$ cat config.mk
export PLATFORM = sky130hd
export DESIGN_NAME = sdpc_controller
export DESIGN_NICKNAME = d
export VERILOG_FILES = /design/src/shared/sdpc_pkg.sv /design/src/rtl/sdpc_controller.sv /design/src/rtl/sdpc_flash_timer.sv
export SDC_FILE = /design/constraint.sdc
export NUM_CORES = 2
export LEC_CHECK = 0
export ABC_AREA = 1
export BUFFER_PORTS_ARGS = -buffer_cell sky130_fd_sc_hd__buf_2
export CORE_AREA = 8 8 318 320
export DETAILED_ROUTE_END_ITERATION = 10
export DIE_AREA = 0 0 326 328
export PLACE_DENSITY = 0.56
export SLEW_MARGIN = 0
export SYNTH_ARGS = -nofsm -noshare
export SYNTH_HDL_FRONTEND = slang
export SYNTH_SLANG_ARGS = --single-unit
$ cat constraint.sdc
create_clock -name aclk -period 2.2 [get_ports aclk]
set_input_delay 0.22 -clock aclk [delete_from_list [all_inputs] [get_ports aclk]]
set_output_delay 0.22 -clock aclk [all_outputs]
set_load 0.005 [all_outputs]
$ cat src/shared/sdpc_pkg.sv
// Package: constants, register map and types for the scan/distributor point controller
//
// Summary of operation
// - Inhibit order stops event reporting for one scan point; sampling continues.
// - Allow order resumes event reporting for one scan point, clearing its inhibit.
// - Status query returns each scan point's sampled state and inhibit flag.
// - Set order drives distributor output steady active; clear drives it steady inactive.
// - Timed flash alternates the output for 8 seconds, then it rests steady.
// - Continuous flash alternates until replaced; four drive states per point.
// - Distributor outputs exist for points 0-31; drive orders to 32-47 do nothing (inhibit and allow still act on scan points 32-47).
// - Self-test exercises only on-board circuitry, never the external connections.
// - Provides 48 scan inputs and 32 distributor outputs, addressed by number.
package sdpc_pkg;
   localparam int SDPC_SCAN_POINTS = 48;
   localparam int SDPC_DIST_POINTS = 32;
   localparam int SDPC_CLK_HZ = 100_000_000;
   localparam int SDPC_FLASH_PERIOD_MS = 1000;
   localparam int SDPC_TIMED_FLASH_S = 8;
   // Half a flash period in clock cycles
   localparam int SDPC_HALF_FLASH_CYC = (SDPC_CLK_HZ / 1000) * SDPC_FLASH_PERIOD_MS / 2;
   localparam int SDPC_TIMED_HALVES = SDPC_TIMED_FLASH_S * 1000 / (SDPC_FLASH_PERIOD_MS / 2);

   // Register byte offsets
   localparam logic [7:0] SDPC_SCAN_STATE_LO = 8'h00;
   localparam logic [7:0] SDPC_SCAN_STATE_HI = 8'h04;
   localparam logic [7:0] SDPC_INHIBIT_LO = 8'h08;
   localparam logic [7:0] SDPC_INHIBIT_HI = 8'h0C;
   localparam logic [7:0] SDPC_POINT_CMD = 8'h10;
   localparam logic [7:0] SDPC_DIST_OUT = 8'h14;
   localparam logic [7:0] SDPC_EVT_LO = 8'h18;
   localparam logic [7:0] SDPC_EVT_HI = 8'h1C;
   localparam logic [7:0] SDPC_MASK_LO = 8'h20;
   localparam logic [7:0] SDPC_MASK_HI = 8'h24;
   localparam logic [7:0] SDPC_SELFTEST = 8'h28;

   // Command register fields
   localparam int SDPC_CMD_PT_LSB = 0;
   localparam int SDPC_CMD_OP_LSB = 8;
   localparam logic [31:0] SDPC_RESET_ZERO = 32'h0000_0000;
   localparam logic [1:0] SDPC_RESP_OKAY = 2'h0;
   localparam logic [1:0] SDPC_RESP_SLVERR = 2'h2;

   typedef enum logic [2:0] {
      SDPC_OP_NONE = 3'b000,
      SDPC_OP_SET = 3'b001,
      SDPC_OP_CLEAR = 3'b010,
      SDPC_OP_STEP = 3'b011,
      SDPC_OP_REPEAT = 3'b100,
      SDPC_OP_INHIBIT = 3'b101,
      SDPC_OP_ALLOW = 3'b110
   } sdpc_op_type;

   typedef enum logic [1:0] {
      SDPC_DRV_CLEAR = 2'b00,
      SDPC_DRV_SET = 2'b01,
      SDPC_DRV_TIMED = 2'b10,
      SDPC_DRV_CONT = 2'b11
   } sdpc_drv_type;
endpackage
$ cat src/rtl/sdpc_controller.sv
// Scan point sampler and distributor point driver with AXI4-Lite registers
//
// The AXI4-Lite register port and the address map were decided locally.
`timescale 1ns/1ps
`default_nettype none
module sdpc_controller
   import sdpc_pkg::*;
#(
   parameter int HALF_CYC = SDPC_HALF_FLASH_CYC
) (
   input wire logic aclk,
   input wire logic aresetn,
   input wire logic [7:0] s_axi_awaddr,
   input wire logic s_axi_awvalid,
   output logic s_axi_awready,
   input wire logic [31:0] s_axi_wdata,
   input wire logic [3:0] s_axi_wstrb,
   input wire logic s_axi_wvalid,
   output logic s_axi_wready,
   output logic [1:0] s_axi_bresp,
   output logic s_axi_bvalid,
   input wire logic s_axi_bready,
   input wire logic [7:0] s_axi_araddr,
   input wire logic s_axi_arvalid,
   output logic s_axi_arready,
   output logic [31:0] s_axi_rdata,
   output logic [1:0] s_axi_rresp,
   output logic s_axi_rvalid,
   input wire logic s_axi_rready,
   input wire logic [SDPC_SCAN_POINTS-1:0] scan_input_point,
   output logic [SDPC_DIST_POINTS-1:0] distributor_output_point,
   output logic irq
);
   localparam int NS = SDPC_SCAN_POINTS;
   localparam int ND = SDPC_DIST_POINTS;

   // Scan inputs come from external contacts
   logic [NS-1:0] scan_meta_r, scan_sync_r, scan_prev_r;
   logic [NS-1:0] inhibit_r, evt_r, mask_r;
   logic [NS-1:0] evt_set, raw_scan;
   logic selftest_r;
   logic [NS-1:0] test_pattern_r;
   logic [ND-1:0] drive_out_r;
   sdpc_drv_type drv_r [ND];
   logic [4:0] halves_r [ND];
   logic phase, tick;

   // AXI write side
   logic aw_hold_r, w_hold_r;
   logic [7:0] awaddr_r;
   logic [31:0] wdata_r;
   logic [3:0] wstrb_r;
   logic wr_go;
   logic [7:0] rd_addr;

   sdpc_flash_timer #(.HALF_CYC(HALF_CYC)) u_timer (
      .aclk(aclk),
      .aresetn(aresetn),
      .phase(phase),
      .tick(tick)
   );

   assign s_axi_awready = !aw_hold_r && !s_axi_bvalid;
   assign s_axi_wready = !w_hold_r && !s_axi_bvalid;
   assign wr_go = aw_hold_r && w_hold_r && !s_axi_bvalid;

   always_ff @(posedge aclk) begin
      if (!aresetn) begin
         aw_hold_r <= 1'b0;
         awaddr_r <= 8'h00;
      end else if (s_axi_awvalid && s_axi_awready) begin
         aw_hold_r <= 1'b1;
         awaddr_r <= s_axi_awaddr;
      end else if (wr_go) begin
         aw_hold_r <= 1'b0;
      end
   end

   always_ff @(posedge aclk) begin
      if (!aresetn) begin
         w_hold_r <= 1'b0;
         wdata_r <= 32'h0000_0000;
         wstrb_r <= 4'h0;
      end else if (s_axi_wvalid && s_axi_wready) begin
         w_hold_r <= 1'b1;
         wdata_r <= s_axi_wdata;
         wstrb_r <= s_axi_wstrb;
      end else if (wr_go) begin
         w_hold_r <= 1'b0;
      end
   end

   function automatic logic known_addr(input logic [7:0] a);
      known_addr = (a[1:0] == 2'h0) && (a <= SDPC_SELFTEST);
   endfunction

   always_ff @(posedge aclk) begin
      if (!aresetn) begin
         s_axi_bvalid <= 1'b0;
         s_axi_bresp <= SDPC_RESP_OKAY;
      end else if (wr_go) begin
         s_axi_bvalid <= 1'b1;
         s_axi_bresp <= known_addr(awaddr_r) ? SDPC_RESP_OKAY : SDPC_RESP_SLVERR;
      end else if (s_axi_bready) begin
         s_axi_bvalid <= 1'b0;
      end
   end

   // Decoded single-cycle write strobes; only full low bytes matter for commands
   logic cmd_wr, evt_lo_wr, evt_hi_wr;
   logic [7:0] cmd_pt;
   sdpc_op_type cmd_op;
   assign cmd_wr = wr_go && awaddr_r == SDPC_POINT_CMD && wstrb_r[0] && wstrb_r[1];
   assign evt_lo_wr = wr_go && awaddr_r == SDPC_EVT_LO;
   assign evt_hi_wr = wr_go && awaddr_r == SDPC_EVT_HI;
   assign cmd_pt = wdata_r[SDPC_CMD_PT_LSB +: 8];
   assign cmd_op = sdpc_op_type'(wdata_r[SDPC_CMD_OP_LSB +: 3]);

   always_ff @(posedge aclk) begin
      if (!aresetn) begin
         mask_r <= '0;
         selftest_r <= 1'b0;
      end else if (wr_go) begin
         if (awaddr_r == SDPC_MASK_LO) mask_r[31:0] <= wdata_r;
         if (awaddr_r == SDPC_MASK_HI) mask_r[NS-1:32] <= wdata_r[NS-33:0];
         if (awaddr_r == SDPC_SELFTEST) selftest_r <= wdata_r[0];
      end
   end

   // Two-stage synchroniser, then self-test may swap in an internal pattern
   always_ff @(posedge aclk) begin
      if (!aresetn) begin
         scan_meta_r <= '0;
         scan_sync_r <= '0;
      end else begin
         scan_meta_r <= scan_input_point;
         scan_sync_r <= scan_meta_r;
      end
   end

   // Walking pattern advances each flash tick while testing
   always_ff @(posedge aclk) begin
      if (!aresetn) begin
         test_pattern_r <= '0;
      end else if (!selftest_r) begin
         test_pattern_r <= '0;
      end else if (tick) begin
         test_pattern_r <= {test_pattern_r[NS-2:0], ~test_pattern_r[NS-1]};
      end
   end

   assign raw_scan = selftest_r ? test_pattern_r : scan_sync_r;

   always_ff @(posedge aclk) begin
      if (!aresetn) begin
         scan_prev_r <= '0;
      end else begin
         scan_prev_r <= raw_scan;
      end
   end

   assign evt_set = (raw_scan ^ scan_prev_r) & ~inhibit_r;

   always_ff @(posedge aclk) begin
      if (!aresetn) begin
         inhibit_r <= '0;
      end else if (cmd_wr && cmd_pt < 8'(NS)) begin
         if (cmd_op == SDPC_OP_INHIBIT) inhibit_r[cmd_pt[5:0]] <= 1'b1;
         if (cmd_op == SDPC_OP_ALLOW) inhibit_r[cmd_pt[5:0]] <= 1'b0;
      end
   end

   // Write-one-to-clear; a new event in the same cycle wins
   always_ff @(posedge aclk) begin
      if (!aresetn) begin
         evt_r <= '0;
      end else begin
         evt_r <= (evt_r & ~({NS{1'b0}} | (evt_lo_wr ? {16'h0000, wdata_r} : '0)
                   | (evt_hi_wr ? {wdata_r[NS-33:0], 32'h0000_0000} : '0))) | evt_set;
      end
   end

   assign irq = |(evt_r & mask_r);

   genvar gi;
   generate
      for (gi = 0; gi < ND; gi++) begin : g_dist
         logic hit;
         assign hit = cmd_wr && cmd_pt == 8'(gi);
         always_ff @(posedge aclk) begin
            if (!aresetn) begin
               drv_r[gi] <= SDPC_DRV_CLEAR;
               halves_r[gi] <= 5'h00;
            end else if (hit && cmd_op == SDPC_OP_SET) begin
               drv_r[gi] <= SDPC_DRV_SET;
            end else if (hit && cmd_op == SDPC_OP_CLEAR) begin
               drv_r[gi] <= SDPC_DRV_CLEAR;
            end else if (hit && cmd_op == SDPC_OP_STEP) begin
               drv_r[gi] <= SDPC_DRV_TIMED;
               halves_r[gi] <= 5'(SDPC_TIMED_HALVES);
            end else if (hit && cmd_op == SDPC_OP_REPEAT) begin
               drv_r[gi] <= SDPC_DRV_CONT;
            end else if (drv_r[gi] == SDPC_DRV_TIMED && tick) begin
               if (halves_r[gi] == 5'h01) drv_r[gi] <= SDPC_DRV_CLEAR;
               halves_r[gi] <= halves_r[gi] - 5'h01;
            end
         end
         always_ff @(posedge aclk) begin
            if (!aresetn) begin
               drive_out_r[gi] <= 1'b0;
            end else begin
               case (drv_r[gi])
                  SDPC_DRV_SET: drive_out_r[gi] <= 1'b1;
                  SDPC_DRV_CLEAR: drive_out_r[gi] <= 1'b0;
                  SDPC_DRV_TIMED: drive_out_r[gi] <= phase;
                  SDPC_DRV_CONT: drive_out_r[gi] <= phase;
                  default: drive_out_r[gi] <= 1'b0;
               endcase
            end
         end
      end
   endgenerate

   // Self-test keeps pins quiet; the internal drive register stays readable
   assign distributor_output_point = selftest_r ? '0 : drive_out_r;

   // Read channel: one read at a time, answer one cycle after address taken
   assign s_axi_arready = !s_axi_rvalid;
   assign rd_addr = s_axi_araddr;

   always_ff @(posedge aclk) begin
      if (!aresetn) begin
         s_axi_rvalid <= 1'b0;
         s_axi_rdata <= 32'h0000_0000;
         s_axi_rresp <= SDPC_RESP_OKAY;
      end else if (s_axi_arvalid && s_axi_arready) begin
         s_axi_rvalid <= 1'b1;
         s_axi_rresp <= known_addr(rd_addr) ? SDPC_RESP_OKAY : SDPC_RESP_SLVERR;
         case (rd_addr)
            SDPC_SCAN_STATE_LO: s_axi_rdata <= raw_scan[31:0];
            SDPC_SCAN_STATE_HI: s_axi_rdata <= {16'h0000, raw_scan[NS-1:32]};
            SDPC_INHIBIT_LO: s_axi_rdata <= inhibit_r[31:0];
            SDPC_INHIBIT_HI: s_axi_rdata <= {16'h0000, inhibit_r[NS-1:32]};
            SDPC_DIST_OUT: s_axi_rdata <= drive_out_r;
            SDPC_EVT_LO: s_axi_rdata <= evt_r[31:0];
            SDPC_EVT_HI: s_axi_rdata <= {16'h0000, evt_r[NS-1:32]};
            SDPC_MASK_LO: s_axi_rdata <= mask_r[31:0];
            SDPC_MASK_HI: s_axi_rdata <= {16'h0000, mask_r[NS-1:32]};
            SDPC_SELFTEST: s_axi_rdata <= {31'h0000_0000, selftest_r};
            default: s_axi_rdata <= SDPC_RESET_ZERO;
         endcase
      end else if (s_axi_rready) begin
         s_axi_rvalid <= 1'b0;
      end
   end

   // Checks
   property p_inhibit_blocks;
      @(posedge aclk) disable iff (!aresetn)
         inhibit_r[3] && !$past(evt_r[3]) |-> !evt_r[3] || !$past(inhibit_r[3]);
   endproperty
   a_inhibit_blocks: assert property (p_inhibit_blocks)
      else $error("event on inhibited point");
   property p_allow_clears;
      @(posedge aclk) disable iff (!aresetn)
         cmd_wr && cmd_op == SDPC_OP_ALLOW && cmd_pt == 8'h03 |=> !inhibit_r[3];
   endproperty
   a_allow_clears: assert property (p_allow_clears) else $error("allow kept inhibit");
   property p_inhibit_sets;
      @(posedge aclk) disable iff (!aresetn)
         cmd_wr && cmd_op == SDPC_OP_INHIBIT && cmd_pt == 8'h28 |=> inhibit_r[40];
   endproperty
   a_inhibit_sets: assert property (p_inhibit_sets) else $error("inhibit not set");
   property p_set_drives;
      @(posedge aclk) disable iff (!aresetn)
         cmd_wr && cmd_op == SDPC_OP_SET && cmd_pt == 8'h00 && !selftest_r
         ##1 !cmd_wr |=> distributor_output_point[0];
   endproperty
   a_set_drives: assert property (p_set_drives) else $error("set not driven");
   property p_clear_drives;
      @(posedge aclk) disable iff (!aresetn)
         cmd_wr && cmd_op == SDPC_OP_CLEAR && cmd_pt == 8'h00 ##1 !cmd_wr
         |=> !drive_out_r[0];
   endproperty
   a_clear_drives: assert property (p_clear_drives) else $error("clear not driven");
   property p_step_ends;
      @(posedge aclk) disable iff (!aresetn)
         drv_r[7] == SDPC_DRV_TIMED && halves_r[7] == 5'h01 && tick && !cmd_wr
         |=> drv_r[7] == SDPC_DRV_CLEAR;
   endproperty
   a_step_ends: assert property (p_step_ends) else $error("timed flash did not end");
   property p_cont_holds;
      @(posedge aclk) disable iff (!aresetn)
         drv_r[5] == SDPC_DRV_CONT && !cmd_wr |=> drv_r[5] == SDPC_DRV_CONT;
   endproperty
   a_cont_holds: assert property (p_cont_holds) else $error("continuous flash stopped");
   property p_high_points_ignored;
      @(posedge aclk) disable iff (!aresetn)
         cmd_wr && cmd_pt >= 8'h20 |=> $stable(drv_r[0]) && $stable(drv_r[31]);
   endproperty
   a_high_points_ignored: assert property (p_high_points_ignored)
      else $error("order to absent point changed output");
   property p_selftest_quiet;
      @(posedge aclk) disable iff (!aresetn) selftest_r |-> distributor_output_point == '0;
   endproperty
   a_selftest_quiet: assert property (p_selftest_quiet) else $error("pins driven in test");
   property p_evt_on_change;
      @(posedge aclk) disable iff (!aresetn)
         raw_scan[3] != scan_prev_r[3] && !inhibit_r[3] |=> evt_r[3];
   endproperty
   a_evt_on_change: assert property (p_evt_on_change) else $error("transition lost");
   c_step: cover property (@(posedge aclk) cmd_wr && cmd_op == SDPC_OP_STEP);
   c_irq: cover property (@(posedge aclk) $rose(irq));
   c_inhibit: cover property (@(posedge aclk) cmd_wr && cmd_op == SDPC_OP_INHIBIT);
endmodule
`default_nettype wire

$ cat src/rtl/sdpc_flash_timer.sv
// Flash phase generator with half-period tick
`timescale 1ns/1ps
`default_nettype none
module sdpc_flash_timer
   import sdpc_pkg::*;
#(
   parameter int HALF_CYC = SDPC_HALF_FLASH_CYC
) (
   input wire logic aclk,
   input wire logic aresetn,
   output logic phase,
   output logic tick
);
   // Elaboration check: a half period needs at least two clocks
   if (HALF_CYC < 2) begin : g_bad_half
      $error("HALF_CYC must be at least 2");
   end

   logic [31:0] cnt_r;

   // Counts the system clock for a half-duty flash phase
   always_ff @(posedge aclk) begin
      if (!aresetn) begin
         cnt_r <= 32'h0000_0000;
         phase <= 1'b0;
      end else if (cnt_r == 32'(HALF_CYC - 1)) begin
         cnt_r <= 32'h0000_0000;
         phase <= ~phase;
      end else begin
         cnt_r <= cnt_r + 32'h0000_0001;
      end
   end

   assign tick = (cnt_r == 32'(HALF_CYC - 1));
endmodule
`default_nettype wire

==> results.ini <==
[flow_run]
timing.max_cap.violations=0

[sta]
drv_slew=0
post-route-worst-setup-slack_ns=-0.00937
finalCriticalPeriod_ns=2.21
worst_skew_ns=0.0273
fmax_ghz=0.453
final_hold_violation_count=0
rsz_0062_raised_after_global_routing=true
slew_at_the_pin_closest_to_its_max_slew_limit_ns=0.528
setup-violations-final=1
slew-limit-headroom_pct=64.8
sum_of_negative_setup_slack_ns=-0.00937
final.period_utilization_pct=100

[synth]
yosysUniqueCellTypes=47
ys_ff_latch=706
synthesis_warnings=0
synthesis.area_mm2=0.0334
synth_edf_count=224
synth-main-ff-cell=dfxtp_1
synth-xor-area-share_pct=2.83
synthAdderAreaFrac_pct=2.43
postSynthCellCount=4246
synthSimpleGateAreaFrac_pct=24.0
proportion_of_synthesized_chip_area_in_sequential_cells_pct=49.0
synth.area.mux_share_pct=0
synth-compound-area-share_pct=12.5
synth-async-reset-ratio_pct=0
syn-mean-instance-area_um2=7.87
synth_top_family_by_area=simple AND/OR/NAND/NOR gates

[finish]
num-nets-final=4824
syn_to_final_growth_pct=24.0
finalInstanceArea_mm2=0.0414
final_layout_size_suffix_gt1_share_pct=16.9
ant_cells=0
final_cell_count_no_fill=5992
utilization_pct=43.2

[routing]
drt_wl_total_um=104000
ant_nets=0
num_vias=28900
drt_iter0_markers=1850
number_of_optimization_iterations_in_the_first_detailed_route_pass=5
drc=0
route.detailed.wl_per_inst_um=17.3
route.detailed.vias_per_inst=4.83

[setup_path]
timing.critical_path.arrival_ns=1.99
ff2ff_path_depth=12
cp_max_fo=2
worst_setup_path_start_kind=flop
critical_path.endpoint_type=output port
path_class=reg2out
required_ns=1.98

[run_status]
failing_checks=negative setup slack
status=finished, violations left

[cts]
tritoncts.num_buffers=81
clk_latency_ns=0.65
cts.clk_slew.worst_paths_ns=0.06
clk_root_buffer_cell=clkbuf_16
tritoncts=yes
cts.sinks=706
cts.path.max_buffers=3
cts-htree-levels=3

[pwr]
power_report.internal_total_uw=23000
post-layout-total-power_uw=30400
power-per-cell-area_mw_per_mm2=733
comb_power_share_pct=7.7
sw_frac_of_total_pct=24.4
net-switching-power_uw=7410
power_frac_clock_pct=45.4
irDropWorstVdd_mv=0.475
power_share_of_the_sequential_group_pct=46.9
p_leak_uw=0.0171

[die]
dieArea_mm2=0.107
start_util_pct=34.8
std_cell_rows=114
pin_count=181
fp.dieW_um=326
die_height_um=328
core_area_mm2=0.0960

[worst_hold_path]
worst_hold_path_type=in2reg
worstHoldPathCells=4

[placed_design]
total_of_buffers_placed_on_input_and_output_ports=176
post-place-cells=5714
place_hpwl_um=74100
postPlaceCellArea_mm2=0.0369
routability_congestion=0.869

[grt]
grt.total_usage_pct=18.5
grt_max_degree=119
number_of_antenna_violations_at_the_first_check_in_global_routing=0
overflow=0
vias_in_the_first_global_route=27400
grt_pass1_wl_um=157000

-- sequential cells by signal (all words and copies together), names as in the netlist, 2 cells and up, named ones only --
signal	cells
wstrb_r	2
test_pattern_r	48
mask_r	48
scan_prev_r	48
evt_r	48
halves_r	160
wdata_r	32
drv_r	64
s_axi_rdata	32
scan_meta_r	48
u_timer.cnt_r	32
inhibit_r	47
scan_sync_r	48
drive_out_r	32
awaddr_r	8
-- cell usage after synthesis (all sizes together), types with 3 or more instances --
| cell | count | area [um^2] |
|---|---|---|
| nand2 | 701 | 2730 |
| nor2 | 597 | 2400 |
| inv | 596 | 2240 |
| dfxtp | 482 | 9650 |
| o21ai | 340 | 1700 |
| a21oi | 330 | 1670 |
| nand3 | 295 | 1520 |
| edfxtp | 224 | 6730 |
| clkbuf | 124 | 465 |
| xnor2 | 68 | 596 |
| or2 | 66 | 413 |
| ha | 65 | 813 |
| buf | 60 | 355 |
| nor3 | 60 | 360 |
| o21a | 58 | 435 |
| nand3b | 44 | 330 |
| xor2 | 40 | 350 |
| nand4 | 35 | 219 |
| o211ai | 16 | 120 |
| a31oi | 9 | 56.3 |
| o22ai | 8 | 50.1 |
| a221oi | 6 | 52.6 |
| a22o | 6 | 52.6 |
| clkinv | 4 | 15.0 |
| nor3b | 4 | 30.0 |
| a211oi | 3 | 22.5 |
-- power by group through the flow --
stage	combinational (uW)	clock [uW]	sequential (uW)
3_3_place_gp	2160	0	14500
5_1_grt	2600	14700	14300
4_1_cts	2330	14100	14200
2_1_floorplan	1330	0	14400
6_report	2340	13800	14200
3_5_place_dp	2180	0	14500
-- metal layers --
| layer | up-vias | wire length, um | track usage, % |
|---|---|---|---|
| met5 | - | 0 | 0 |
| met4 | 0 | 4010 | 7.89 |
| met3 | 164 | 5590 | 2.63 |
| met2 | 690 | 48400 | 30.5 |
| met1 | 13500 | 45700 | 24.1 |
| li1 | 14500 | - | - |
-- critical path, cell delays in order (launching register included) --
cell	delay, ns
dfxtp_2	0.32
a22o_1	0.24
a21oi_2	0.13
nand4_1	0.21
nor2_2	0.18
nand3_2	0.11
buf_2	0.15
-- through the flow --
step                hold WS, ns  setup WS [ns]
finish                   0.0213       -0.00937
global route             0.0340         -0.114
CTS                     0.00684        -0.0833
detailed placement        0.395        0.00252
global placement          0.401         0.0353
floorplan                 0.318          0.230
-- final cells by class --
type                    instances  area, um^2
fillers                      9561       54600
clock buffers                 119        2400
multi-input cells            2757       14300
inverters                     600        2260
well taps                    1276        1600
clock inverters                28         315
flip-flops and latches        706       16400
repair buffers                506        4110
-- what timing repair did --
action                                 4_1_cts  5_1_grt
buffers inserted                             2       22
gates cloned                                 0        5
pin swaps                                    5       25
gates resized for setup                     11      113
endpoints found under the hold margin       92        0
setup endpoints to repair                   33      266
hold buffers                               102        0
-- cell families after synthesis --
family / count (synthesis)
buffers and inverters: 784
and+or+nand+nor: 1805
xor gates and xnor gates: 108
adders and majority gates: 65
other: 1
AOI/OAI and AO/OA: 777
DFF: 706
-- cell usage in the layout (no fill, tap or decap), types with 17 or more instances in the layout --
cell type | Yosys | layout
buf_4 | 8 | 190
o21ai_0 | 306 | 304
nor2_1 | 562 | 521
a21oi_1 | 325 | 324
xor2_1 | 40 | 40
nand3_2 | 6 | 17
nor3_1 | 53 | 49
edfxtp_1 | 224 | 224
nand4_1 | 35 | 35
clkbuf_1 | 124 | 21
inv_1 | 570 | 566
or2_2 | 65 | 65
nor2_4 | 14 | 37
nand2_2 | 26 | 35
nand2_1 | 671 | 662
nor2_2 | 21 | 39
o21a_1 | 58 | 58
xnor2_1 | 68 | 68
buf_2 | 38 | 175
clkbuf_16 | 0 | 91
o21ai_1 | 34 | 33
dfxtp_1 | 482 | 466
dlygate4sd3_1 | 0 | 102
nand3_1 | 288 | 275
nand3b_1 | 44 | 44
buf_12 | 0 | 29
inv_2 | 25 | 28
ha_1 | 65 | 64
-- final timing paths --
path	startpoint	endpoint	slack (ns)
setup / recovery	mask_r[18]$_SDFFE_PN0P_	irq	-0.009
hold / removal	s_axi_araddr[0]	s_axi_rresp[1]$_SDFFE_PN0P_	0.02
setup reg to reg	u_timer.cnt_r[0]$_SDFF_PP0_	halves_r[0][44]$_DFFE_PP_	0.08
hold reg to reg	scan_meta_r[5]$_SDFF_PN0_	scan_sync_r[5]$_SDFF_PN0_	0.41
Power figures use the tool's default switching activity.
